`src/rna_regs.vh`:
```
// Constants shared by the remote I/O number allocator.
`ifndef RNA_REGS_VH
`define RNA_REGS_VH

// Register port word addresses.
`define RNA_ADDR_STATUS     8'h00
`define RNA_ADDR_CONTROL    8'h01
`define RNA_ADDR_LOCAL_X    8'h02
`define RNA_ADDR_LOCAL_Y    8'h03
`define RNA_ADDR_SEL        8'h04
`define RNA_ADDR_RES_X      8'h05
`define RNA_ADDR_RES_Y      8'h06
`define RNA_ADDR_RES_STN    8'h07
`define RNA_ADDR_RES_WORD   8'h08
`define RNA_ADDR_OCCUPIED   8'h09
`define RNA_ADDR_NEXT_X     8'h0A
`define RNA_ADDR_NEXT_Y     8'h0B
`define RNA_ADDR_SCAN       8'h0C
`define RNA_ADDR_INFO_FIRST 8'h20
`define RNA_ADDR_INFO_LAST  8'h5F

// Control register fields and reset value.
`define RNA_CTL_GRP16       0
`define RNA_CTL_PARAM       1
`define RNA_CTL_RESTART     2
`define RNA_CTL_RESET       3'h0

// Station information word layout.
`define RNA_INFO_IN_LSB     0
`define RNA_INFO_IN_MSB     4
`define RNA_INFO_OUT_LSB    5
`define RNA_INFO_OUT_MSB    9
`define RNA_INFO_RDEV       10
`define RNA_INFO_RSIZE_LSB  11
`define RNA_INFO_RSIZE_MSB  12

// Source selection codes for the station word fetch port.
`define RNA_SRC_NET         2'h0
`define RNA_SRC_PARAM       2'h1
`define RNA_SRC_EEPROM      2'h2

// Counts and limits.
`define RNA_STATIONS        7'h40
`define RNA_LAST_INDEX      6'h3F
`define RNA_MAX_OCC         8'h40
`define RNA_RD_WORD_BASE    8'h9F
`define RNA_BLOCK_MASK      10'h007
`define RNA_SETTLE_CYCLES   3'h4
`define RNA_SCAN_UNIT_4     16'h0001
`define RNA_SCAN_UNIT_16    16'h0004

`endif

```
`src/rna_alloc.v`:
```
// Remote I/O number allocator: configuration walk and register port.
`timescale 1ns/100ps
module rna_alloc (
    input  wire        clk,
    input  wire        resetn,
    input  wire        ce,
    input  wire [7:0]  addr,
    input  wire [15:0] wdata,
    input  wire        wr,
    input  wire        rd,
    output reg  [15:0] rdata,
    input  wire        mode_switch_six,
    input  wire        mode_switch_seven,
    output reg         src_req,
    output reg  [1:0]  src_sel,
    output reg  [5:0]  src_index,
    input  wire        src_ack,
    input  wire [15:0] src_word,
    output reg         ee_wr,
    output reg  [5:0]  ee_index,
    output reg  [15:0] ee_wdata,
    input  wire        ee_done,
    output reg         io_enable,
    output reg         cfg_done,
    output reg         cfg_invalid
);
`include "rna_regs.vh"

    localparam ST_SETTLE = 4'h0;
    localparam ST_P1_REQ = 4'h1;
    localparam ST_P1_WT  = 4'h2;
    localparam ST_P2_REQ = 4'h3;
    localparam ST_P2_WT  = 4'h4;
    localparam ST_EE_WT  = 4'h5;
    localparam ST_DONE   = 4'h6;
    localparam ST_FAIL   = 4'h7;
    localparam ST_BADSW  = 4'h8;

    function [9:0] round8;
        input [9:0] v;
        begin
            round8 = (v + `RNA_BLOCK_MASK) & ~`RNA_BLOCK_MASK;
        end
    endfunction

    //////////////////////////////////////////////////////////////////////
    // State.

    reg [1:0]  sw6_sync_reg;
    reg [1:0]  sw7_sync_reg;
    reg [3:0]  state_reg;
    reg [2:0]  settle_reg;
    reg        cfg_mode_reg;
    reg        grp16_reg;
    reg [2:0]  ctl_reg;
    reg [9:0]  local_x_reg;
    reg [9:0]  local_y_reg;
    reg [5:0]  sel_reg;
    reg [5:0]  idx_reg;
    reg [9:0]  x_reg;
    reg [9:0]  y_reg;
    reg [7:0]  occ_reg;
    reg        ovf_reg;
    reg [9:0]  next_x_reg;
    reg [9:0]  next_y_reg;
    reg [7:0]  occ_total_reg;
    reg [15:0] scan_reg;
    reg [15:0] info_mem [0:63];
    reg [9:0]  xb_mem   [0:63];
    reg [9:0]  yb_mem   [0:63];
    reg [6:0]  stn_mem  [0:63];
    reg [1:0]  kind_mem [0:63];

    wire [9:0] step_x;
    wire [9:0] step_y;
    wire [7:0] step_occ;
    wire       step_present;
    wire       step_rdev;
    wire       sw6 = sw6_sync_reg[1];
    wire       sw7 = sw7_sync_reg[1];
    wire       last = (idx_reg == `RNA_LAST_INDEX);
    wire [7:0] info_off = addr - `RNA_ADDR_INFO_FIRST;

    rna_step u_step (
        .info    (src_word),
        .grp16   (grp16_reg),
        .x_in    (x_reg),
        .y_in    (y_reg),
        .occ_in  (occ_reg),
        .x_out   (step_x),
        .y_out   (step_y),
        .occ_out (step_occ),
        .present (step_present),
        .rdev    (step_rdev)
    );

    //////////////////////////////////////////////////////////////////////
    // Switch synchronisers.

    always @(posedge clk or negedge resetn) begin
        if (!resetn) begin
            sw6_sync_reg <= 2'h0;
            sw7_sync_reg <= 2'h0;
        end else if (ce) begin
            sw6_sync_reg <= {sw6_sync_reg[0], mode_switch_six};
            sw7_sync_reg <= {sw7_sync_reg[0], mode_switch_seven};
        end
    end

    //////////////////////////////////////////////////////////////////////
    // Configuration walk.
    // Pass one only counts occupancy so that an overflowing set never
    // reaches the stored words; pass two fetches again and commits.
    // The sources must therefore answer both passes with the same data.

    integer i;

    always @(posedge clk or negedge resetn) begin
        if (!resetn) begin
            state_reg     <= ST_SETTLE;
            settle_reg    <= 3'h0;
            cfg_mode_reg  <= 1'b0;
            grp16_reg     <= 1'b0;
            idx_reg       <= 6'h00;
            x_reg         <= 10'h000;
            y_reg         <= 10'h000;
            occ_reg       <= 8'h00;
            ovf_reg       <= 1'b0;
            next_x_reg    <= 10'h000;
            next_y_reg    <= 10'h000;
            occ_total_reg <= 8'h00;
            scan_reg      <= 16'h0000;
            src_req       <= 1'b0;
            src_sel       <= `RNA_SRC_NET;
            src_index     <= 6'h00;
            ee_wr         <= 1'b0;
            ee_index      <= 6'h00;
            ee_wdata      <= 16'h0000;
            io_enable     <= 1'b0;
            cfg_done      <= 1'b0;
            cfg_invalid   <= 1'b0;
            for (i = 0; i < 64; i = i + 1) begin
                info_mem[i] <= 16'h0000;
                xb_mem[i]   <= 10'h000;
                yb_mem[i]   <= 10'h000;
                stn_mem[i]  <= 7'h00;
                kind_mem[i] <= 2'h0;
            end
        end else if (ce) begin
            src_req <= 1'b0;
            ee_wr   <= 1'b0;
            case (state_reg)
                ST_SETTLE: begin
                    io_enable <= 1'b0;
                    cfg_done  <= 1'b0;
                    cfg_invalid <= 1'b0;
                    settle_reg <= settle_reg + 3'h1;
                    if (settle_reg == `RNA_SETTLE_CYCLES) begin
                        settle_reg   <= 3'h0;
                        cfg_mode_reg <= sw6 & ~sw7;
                        grp16_reg    <= ctl_reg[`RNA_CTL_GRP16];
                        idx_reg      <= 6'h00;
                        occ_reg      <= 8'h00;
                        ovf_reg      <= 1'b0;
                        if (sw6 ^ sw7) begin
                            state_reg <= ST_P1_REQ;
                        end else begin
                            state_reg <= ST_BADSW;
                        end
                        if (~sw6 & sw7) begin
                            src_sel <= `RNA_SRC_EEPROM;
                        end else if (ctl_reg[`RNA_CTL_PARAM]) begin
                            src_sel <= `RNA_SRC_PARAM;
                        end else begin
                            src_sel <= `RNA_SRC_NET;
                        end
                    end
                end
                ST_P1_REQ, ST_P2_REQ: begin
                    src_req   <= 1'b1;
                    src_index <= idx_reg;
                    state_reg <= state_reg + 4'h1;
                end
                ST_P1_WT: begin
                    if (src_ack) begin
                        occ_reg <= step_occ;
                        if (step_occ > `RNA_MAX_OCC) begin
                            ovf_reg <= 1'b1;
                        end
                        idx_reg <= idx_reg + 6'h01;
                        if (!last) begin
                            state_reg <= ST_P1_REQ;
                        end else if (ovf_reg || step_occ > `RNA_MAX_OCC) begin
                            state_reg   <= ST_FAIL;
                            cfg_invalid <= 1'b1;
                        end else begin
                            state_reg <= ST_P2_REQ;
                            occ_reg   <= 8'h00;
                            x_reg     <= round8(local_x_reg);
                            y_reg     <= round8(local_y_reg);
                        end
                    end
                end
                ST_P2_WT: begin
                    if (src_ack) begin
                        info_mem[idx_reg] <= src_word;
                        xb_mem[idx_reg]   <= x_reg;
                        yb_mem[idx_reg]   <= y_reg;
                        stn_mem[idx_reg]  <= occ_reg[6:0] + 7'h01;
                        kind_mem[idx_reg] <= {step_rdev, step_present};
                        x_reg   <= step_x;
                        y_reg   <= step_y;
                        occ_reg <= step_occ;
                        if (cfg_mode_reg) begin
                            ee_wr     <= 1'b1;
                            ee_index  <= idx_reg;
                            ee_wdata  <= src_word;
                            state_reg <= ST_EE_WT;
                        end else if (last) begin
                            state_reg <= ST_DONE;
                        end else begin
                            idx_reg   <= idx_reg + 6'h01;
                            state_reg <= ST_P2_REQ;
                        end
                    end
                end
                ST_EE_WT: begin
                    if (ee_done) begin
                        idx_reg <= idx_reg + 6'h01;
                        if (last) begin
                            state_reg <= ST_DONE;
                        end else begin
                            state_reg <= ST_P2_REQ;
                        end
                    end
                end
                ST_DONE: begin
                    if (!cfg_done) begin
                        next_x_reg    <= round8(x_reg);
                        next_y_reg    <= round8(y_reg);
                        occ_total_reg <= occ_reg;
                        // Each 16-point station carries a wider frame.
                        if (grp16_reg) begin
                            scan_reg <= occ_reg * `RNA_SCAN_UNIT_16;
                        end else begin
                            scan_reg <= occ_reg * `RNA_SCAN_UNIT_4;
                        end
                    end
                    cfg_done    <= 1'b1;
                    cfg_invalid <= 1'b0;
                    io_enable   <= ~cfg_mode_reg;
                end
                ST_FAIL, ST_BADSW: begin
                    io_enable <= 1'b0;
                end
                default: begin
                    state_reg <= ST_SETTLE;
                end
            endcase
            // Restart stands for a power cycle; the walk begins again.
            if (wr && addr == `RNA_ADDR_CONTROL &&
                wdata[`RNA_CTL_RESTART]) begin
                state_reg  <= ST_SETTLE;
                settle_reg <= 3'h0;
            end
        end
    end

    //////////////////////////////////////////////////////////////////////
    // Register port.

    always @(posedge clk or negedge resetn) begin
        if (!resetn) begin
            ctl_reg     <= `RNA_CTL_RESET;
            local_x_reg <= 10'h000;
            local_y_reg <= 10'h000;
            sel_reg     <= 6'h00;
        end else if (ce && wr) begin
            case (addr)
                `RNA_ADDR_CONTROL: ctl_reg     <= {1'b0, wdata[1:0]};
                `RNA_ADDR_LOCAL_X: local_x_reg <= wdata[9:0];
                `RNA_ADDR_LOCAL_Y: local_y_reg <= wdata[9:0];
                `RNA_ADDR_SEL:     sel_reg     <= wdata[5:0];
                default:           sel_reg     <= sel_reg;
            endcase
        end
    end

    always @(posedge clk or negedge resetn) begin
        if (!resetn) begin
            rdata <= 16'h0000;
        end else if (ce) begin
            rdata <= 16'h0000;
            if (rd) begin
                if (addr >= `RNA_ADDR_INFO_FIRST &&
                    addr <= `RNA_ADDR_INFO_LAST) begin
                    rdata <= info_mem[info_off[5:0]];
                end else begin
                    case (addr)
                        `RNA_ADDR_STATUS:
                            rdata <= {8'h00, state_reg, cfg_mode_reg,
                                      grp16_reg, cfg_invalid, cfg_done};
                        `RNA_ADDR_CONTROL:  rdata <= {13'h0000, ctl_reg};
                        `RNA_ADDR_LOCAL_X:  rdata <= {6'h00, local_x_reg};
                        `RNA_ADDR_LOCAL_Y:  rdata <= {6'h00, local_y_reg};
                        `RNA_ADDR_SEL:      rdata <= {10'h000, sel_reg};
                        `RNA_ADDR_RES_X:    rdata <= {6'h00, xb_mem[sel_reg]};
                        `RNA_ADDR_RES_Y:    rdata <= {6'h00, yb_mem[sel_reg]};
                        `RNA_ADDR_RES_STN:
                            rdata <= {7'h00, kind_mem[sel_reg],
                                      stn_mem[sel_reg]};
                        `RNA_ADDR_RES_WORD: begin
                            if (kind_mem[sel_reg][1]) begin
                                rdata <= {8'h00, `RNA_RD_WORD_BASE +
                                          {1'b0, stn_mem[sel_reg]}};
                            end
                        end
                        `RNA_ADDR_OCCUPIED: rdata <= {8'h00, occ_total_reg};
                        `RNA_ADDR_NEXT_X:   rdata <= {6'h00, next_x_reg};
                        `RNA_ADDR_NEXT_Y:   rdata <= {6'h00, next_y_reg};
                        `RNA_ADDR_SCAN:     rdata <= scan_reg;
                        default:            rdata <= 16'h0000;
                    endcase
                end
            end
        end
    end

endmodule // rna_alloc

```
`src/rna_step.v`:
```
// One station step of the allocator: occupancy and I/O number advance.
`timescale 1ns/100ps
module rna_step (
    input  wire [15:0] info,
    input  wire        grp16,
    input  wire [9:0]  x_in,
    input  wire [9:0]  y_in,
    input  wire [7:0]  occ_in,
    output reg  [9:0]  x_out,
    output reg  [9:0]  y_out,
    output reg  [7:0]  occ_out,
    output reg         present,
    output reg         rdev
);
`include "rna_regs.vh"

    reg [4:0] in_pts;
    reg [4:0] out_pts;
    reg [6:0] total;
    reg [6:0] stations;

    always @* begin
        in_pts  = info[`RNA_INFO_IN_MSB:`RNA_INFO_IN_LSB];
        out_pts = info[`RNA_INFO_OUT_MSB:`RNA_INFO_OUT_LSB];
        rdev    = info[`RNA_INFO_RDEV];
        // A device station declares 16, 32, 48 or 64 points.
        if (rdev) begin
            total = {info[`RNA_INFO_RSIZE_MSB:`RNA_INFO_RSIZE_LSB], 4'h0}
                    + 7'h10;
        end else begin
            total = {2'h0, in_pts} + {2'h0, out_pts};
        end
        present = (total != 7'h00);
        if (grp16) begin
            stations = (total + 7'h0F) >> 4;
        end else begin
            stations = (total + 7'h03) >> 2;
        end
        occ_out = occ_in + {1'b0, stations};
        // Numbers never look at the grouping; a device station takes none, others advance by their points.
        if (rdev) begin
            x_out = x_in;
            y_out = y_in;
        end else begin
            x_out = x_in + {5'h00, in_pts};
            y_out = y_in + {5'h00, out_pts};
        end
    end

endmodule // rna_step

```
`config.mk`:
```
export PLATFORM = sky130hd
export DESIGN_NAME = rna_alloc
export DESIGN_NICKNAME = d
export VERILOG_FILES = /design/src/rna_alloc.v /design/src/rna_step.v
export VERILOG_INCLUDE_DIRS = /design/src
export SDC_FILE = /design/constraint.sdc
export NUM_CORES = 2
export LEC_CHECK = 0
export ABC_CLOCK_PERIOD_IN_PS = 4090
export BUFFER_PORTS_ARGS = -buffer_cell sky130_fd_sc_hd__buf_2
export CORE_ASPECT_RATIO = 1.1
export CORE_MARGIN = 4
export CORE_UTILIZATION = 40
export DETAILED_ROUTE_END_ITERATION = 8
export HOLD_SLACK_MARGIN = 0.15
export PLACE_DENSITY_LB_ADDON = 0.3
export SYNTH_ARGS = -nofsm -noshare
export SYNTH_HDL_FRONTEND = slang
export SYNTH_SLANG_ARGS = --single-unit
```
`constraint.sdc`:
```
create_clock -name clk -period 4.09 [get_ports clk]
set_input_delay 0.818 -clock clk [delete_from_list [all_inputs] [get_ports clk]]
set_output_delay 0.818 -clock clk [all_outputs]
set_load 0.02 [all_outputs]
```
# Word-level counts from Yosys, hierarchy flattened
# Index checks and enable logic that the tools add are counted.
dict set report totals {
  ff_bits 3045
  latch_bits 0
  ramBits 0
  rom_bits 0
  in_bits 49
  wordCells 550
  n_memories 0
}
dict set report classes {
  addsub 17
  mul 0
  n_div 0
  order_cmp 7
  n_eq_ne 38
  n_shift 0
  muxes 90
  bitwise 10
  reduce_logical 39
}
# op n
set op_table {}
lappend op_table {{640-bit bitwise mux} 2}
lappend op_table {{1024-bit bitwise mux} 1}
lappend op_table {{448-bit bitwise mux} 1}
lappend op_table {{16-bit case mux with 13 select lines} 1}
lappend op_table {{10-bit 2-to-1 mux} 16}
lappend op_table {{128-bit bitwise mux} 1}
lappend op_table {{10-bit binary-select mux with 6-bit select} 2}
lappend op_table {{16-bit binary-select mux with 6-bit select} 1}
lappend op_table {{16-bit demux with 6-bit select} 1}
lappend op_table {{16-bit 2-to-1 mux} 5}
lappend op_table {{10-bit demux with 6-bit select} 1}
lappend op_table {{8-bit 2-to-1 mux} 6}
lappend op_table {{7-bit binary-select mux with 6-bit select} 1}
lappend op_table {{7-bit demux with 6-bit select} 1}
lappend op_table {{10-bit by 3-bit adder with 10-bit output, second input constant} 4}
lappend op_table {{8-bit by 4-bit == test with 1-bit output, second input constant} 5}
lappend op_table {{10-bit case mux with 2 select lines} 2}
lappend op_table {{6-bit 2-to-1 mux} 6}
lappend op_table {{8-bit by 3-bit == test with 1-bit output, second input constant} 4}
lappend op_table {{7-bit 2-to-1 mux} 4}
lappend op_table {{4-bit 2-to-1 mux} 6}
lappend op_table {{4-bit case mux with 6 select lines} 1}
lappend op_table {{6-bit case mux with 4 select lines} 1}
lappend op_table {{8-bit case mux with 3 select lines} 1}
lappend op_table {{56 further kinds} 127}

# Longest topological paths before layout
dict set report depth {
  depth_word 12
  mapped_depth 20
}

# By module
# Synthesis repeated with hierarchy kept, for this count alone.
dict set report hier_totals {
  hier_cells 11989
  area_unflattened_um2 139536.3
}
# module n_inst cells_each area_each_um2 seq_area_each_um2
set by_module_without_submodules {}
lappend by_module_without_submodules {rna_alloc 1 11781 138074.9 76047.9}
lappend by_module_without_submodules {rna_step 1 208 1461.4 0.0}

# Least setup slack after synthesis
# OpenSTA, ideal clock, no wires.
dict set report synth_path {
  kind {in2reg}
  start {input port src_word[0]}
  end {register x_reg[6]}
  arrival_ps 4981
  required_ps 3969
  slack_ps -1013
  path_stages 20
  cell_sequence {ha_1 -> fa_1 -> a21o_1 -> a21oi_1 -> xor2_1 -> mux2i_1 -> and2_1 -> nor2_1 -> nor2_1 -> a31oi_1 -> ha_1 -> a21oi_1 -> a21boi_0 -> o21a_1 -> or3_1 -> a2111oi_0 -> o2111ai_1 -> and2_1 -> clkbuf_1 -> o22a_1}
}
dict set report synth_between {
  elab_chain_cells 9
  elab_cells_between_ends 14
  cone_classes {5 x add/sub; 1 x order compare; 1 x eq/ne; 5 x mux; 2 x reduce/logical}
}
# item line
set synth_lines {}
lappend synth_lines {{start: declaration} rna_alloc.v:18} ;# input wire [15:0] src_word,
lappend synth_lines {{5-bit by 5-bit adder with 6-bit output} rna_step.v:31} ;# total = {2'h0, in_pts} + {2'h0, out_pts};
lappend synth_lines {{7-bit 2-to-1 mux} rna_step.v:27} ;# if (rdev) begin
lappend synth_lines {{7-bit by 2-bit adder with 7-bit output / 7-bit by 4-bit adder with 7-bit output (equally long branches)} {rna_step.v:37, rna_step.v:35}}
lappend synth_lines {{5-bit 2-to-1 mux} rna_step.v:34} ;# if (grp16) begin
lappend synth_lines {{8-bit by 7-bit adder with 8-bit output} rna_step.v:39} ;# occ_out = occ_in + {1'b0, stations};
lappend synth_lines {{8-bit by 7-bit > comparator with 1-bit output (no source line)} --}
lappend synth_lines {{1-bit logical OR (no source line)} --}
lappend synth_lines {{2-bit != test (no source line)} --}
lappend synth_lines {{7-bit AND reduction (no source line)} --}
lappend synth_lines {{end signal: assignment} rna_alloc.v:199} ;# x_reg <= round8(local_x_reg);
lappend synth_lines {{end signal: assignment} rna_alloc.v:211} ;# x_reg <= step_x;
lappend synth_lines {{end: declaration} rna_alloc.v:60} ;# reg [9:0] x_reg;
# Parallel ways exist; a longest one is shown, timed or not. The select of a mux whose other input is x is not followed.
# A chain may end at the register's enable or synchronous reset.

# Worst setup path after layout
dict set report layout_path {
  start {input port src_word[0]}
  end {register x_reg[3]}
}
# The elaborated chain is that of the path after synthesis.

==> results.sh <==
export IMPL_clkPwrFrac_pct=45.7
export IMPL_combinationalPowerShare_pct=6.8
export IMPL_post_route_min_period_ns=4.24
export IMPL_dp_hpwl_microns=289000
export IMPL_syn_inst=10116
export IMPL_ff2ff_setup_slack_ns=0.20
export IMPL_die_w_microns=564
export IMPL_antenna_found_initial=24
export IMPL_p_int_w=0.0475
export IMPL_synth_cell_types=78
export IMPL_power_density_mw_per_mm2=406
export IMPL_synthAdderAreaFrac_pct=0.363
export IMPL_leakage_nw=74.9
export IMPL_post_route_period_util_pct=104
export IMPL_arrival_ns=4.99
export IMPL_synth_xor_area_share_pct=0.297
export IMPL_drv_cap=0
export IMPL_wire_per_inst_microns=30.9
export IMPL_grt_max_degree=168
export IMPL_crit_path_start="src_word[0]"
export IMPL_synth_compound_area_share_pct=4.24
export IMPL_cp_required_ns=4.84
export IMPL_min_path_type="in -> reg"
export IMPL_final_setup_skew_ns=0.0521
export IMPL_first_iter_violations=8768
export IMPL_overflow=0
export IMPL_power_total_w=0.0630
export IMPL_synthFlopType="dfrtp_1"
export IMPL_finalHoldViolations=0
export IMPL_dieHeight_microns=619
export IMPL_violations="negative setup slack"
export IMPL_syn_to_final_growth_pct=14.2
export IMPL_power_switching_w=0.0155
export IMPL_timing_critical_path_to="x_reg[3]$_DFFE_PN0P_"
export IMPL_async_flop_share_pct=100
export IMPL_r2r_end="rdata[6]$_DFFE_PN0P_"
export IMPL_io_pin_count=100
export IMPL_gp_congestion=0.908
export IMPL_via_per_inst=6.00
export IMPL_power_frac_seq_pct=47.5
export IMPL_core_area_sq_mm=0.338
export IMPL_setup_ws_ns=-0.151
export IMPL_vias=89323
export IMPL_cts_inserted_buffers=310
export IMPL_status="complete, but fails checks"
export IMPL_peakVddDrop_mv=0.396
export IMPL_worst_slew_pin_slew_ns=1.24
export IMPL_criticalPathCategory="in -> reg"
export IMPL_synth_top_family_by_area="multiplexers"
export IMPL_regMostFlops="info_mem"
export IMPL_path_max_fanout=5
export IMPL_max_slew_margin_pct=17.1
export IMPL_clkTransAtPathRegs_ns=0.06
export IMPL_grt_pass1_vias=93020
export IMPL_htree_levels=5
export IMPL_clockBufferDepth=4
export IMPL_track_usage_pct=26.3
export IMPL_largest_register_ffs=1024
export IMPL_synth_edff_count=0
export IMPL_synth_fp_nets=10202
export IMPL_reg2reg_from="sel_reg[1]$_DFFE_PN0P_"
export IMPL_drt_total_wl_microns=460000
export IMPL_nets=10223
export IMPL_start_kind="input port"
export IMPL_setup_viol=26
export IMPL_tns_ns=-2.19
export IMPL_drc=0
export IMPL_switching_share_pct=24.7
export IMPL_yosysSeqAreaShare_pct=54.8
export IMPL_initial_core_util_pct=40.2
export IMPL_fmax_ghz=0.236
export IMPL_post_synth_cell_area_avg_sq_um=13.4
export IMPL_rsz0062_at_grt="true"
export IMPL_synthSimpleGateAreaFrac_pct=6.48
export IMPL_final_cell_mix="dfrtp_1 (2,952), mux2_2 (1,956), nand2_1 (1,667)"
export IMPL_cts_tree="built"
export IMPL_rr_worst_depth=13
export IMPL_final_common_cell="dfrtp_1"
export IMPL_cts_sinks=2975
export IMPL_detail_route_first_pass_iterations=5
export IMPL_ys_warn_count=0
export IMPL_grt_pass1_wl_microns=672000
export IMPL_syn_area_sq_mm=0.136
export IMPL_cts_root_buf="clkbuf_16"
export IMPL_end_kind="flop"
export IMPL_clock_latency_ns=0.89
export IMPL_ant_nets=0
export IMPL_num_rows=224
export IMPL_ys_seq_elements=2975
export IMPL_slew_viol_final=0
export IMPL_layout_drive_gt1_share_pct=39.8
export IMPL_die_area_sq_mm=0.349
export IMPL_synth_mux_area_share_pct=30.9
export IMPL_largest_registers="info_mem (1024), xb_mem (640), yb_mem (640)"
export IMPL_min_path_cells=2
export IMPL_io_buffers=93
==> critical path: stages <==
cell and delay, ns:
buf_12 0.12, ha_4 0.16, fa_2 0.38, buf_4 0.14
xnor2_1 0.32, a31oi_1 0.22, or2_2 0.31, a32o_1 0.27
ha_1 0.20, buf_4 0.14, nand3_2 0.08, a21boi_2 0.07
o21a_1 0.20, or3_4 0.38, a2111oi_4 0.37, o2111ai_2 0.24
nand2_2 0.23, mux2_4 0.32
==> worst min path at each step <==
stage / to / startpoint / slack [ns]
after floorplan: scan_reg[0]$_DFFE_PN0P_ / scan_reg[0]$_DFFE_PN0P_ / 0.44
after global placement: yb_mem[542]$_DFFE_PN0P_ / yb_mem[542]$_DFFE_PN0P_ / 0.45
after detailed placement: info_mem[585]$_DFFE_PN0P_ / info_mem[585]$_DFFE_PN0P_ / 0.46
after CTS: local_x_reg[9]$_DFFE_PN0P_ / wdata[9] / 0.18
after global routing: local_y_reg[8]$_DFFE_PN0P_ / wdata[8] / 0.19
final: local_x_reg[9]$_DFFE_PN0P_ / wdata[9] / 0.22
==> power groups by stage <==
stage	Combinational [W]	Sequential, W	Clock, W
after floorplan	0.00219	0.0303	0
after global placement	0.00414	0.0305	0
after detailed placement	0.00422	0.0305	0
after CTS	0.00424	0.0299	0.0292
after global routing	0.00462	0.0299	0.0304
final	0.00429	0.0299	0.0288
==> cell type report <==
class	instances	area, sq um
clock inverter	92	1140
tap	4520	5660
multi-input combinational	6170	58300
antenna	9	22.5
inverter	35	139
sequential	2975	74500
timing repair buffer	645	6380
clock buffer	445	9080
fill	29622	183000
==> layer usage <==
layer | share of wire [%] | GRT usage (%)
met5 | 0.017 | 0
met4 | 5.9 | 13.2
met3 | 7.8 | 5.64
met2 | 47 | 41.8
met1 | 39 | 34.1
==> cell usage after synthesis, types with 10 or more instances <==
cell / count / area, sq um
nor3_1: 37 / 185
mux2i_1: 60 / 601
mux4_2: 858 / 19300
buf_1: 43 / 161
a21oi_1: 189 / 946
nand2_1: 1726 / 6480
a21o_1: 12 / 90.1
xnor2_1: 29 / 254
a22o_1: 28 / 245
and3_1: 13 / 81.3
o21ai_0: 580 / 2900
clkbuf_1: 739 / 2770
buf_4: 37 / 278
nor4_1: 16 / 100
buf_2: 108 / 541
dfrtp_1: 2975 / 74400
nand2b_1: 12 / 75.1
nand4_1: 14 / 87.6
nor2_1: 244 / 916
a221oi_1: 12 / 105
a31oi_1: 18 / 113
and2_1: 15 / 93.8
a22oi_1: 41 / 308
xor2_1: 17 / 149
nor2b_1: 26 / 163
inv_1: 31 / 116
o31ai_1: 11 / 82.6
ha_1: 33 / 413
o22ai_1: 15 / 93.8
nand3_1: 51 / 255
o221ai_1: 10 / 87.6
mux2_2: 1960 / 22100
or3_1: 13 / 81.3
==> repair_timing <==
item,4_1_cts,5_1_grt
hold endpoints to repair,25,0
resized for setup,17,28
setup endpoints to repair,32,33
pin swaps,10,19
hold buffers,3,0
gates cloned,0,0
setup buffers,3,10
==> metrics by stage <==
stage          util [%]  instances  hold slack (ns)  setup WS, ns  instance area (sq um)
2_1_floorplan         -      10116            0.439        -0.527                 136000
6_report           45.9      14891            0.219        -0.151                 155000
3_5_place_dp       42.8      14329            0.458         -1.22                 145000
4_1_cts            45.8      14872            0.184        -0.162                 155000
3_3_place_gp       42.8      14329            0.452         -1.25                 145000
5_1_grt            45.9      14884            0.190        -0.275                 155000
==> kinds of logic after synthesis <==
family,count (synthesis)
AOI/OAI and AO/OA,1005
xor gates and xnor gates,46
adders and majority gates,37
buffers and inverters,971
DFF,2975
muxes,2878
and+or+nand+nor,2204
Power figures use the tool's default switching activity.
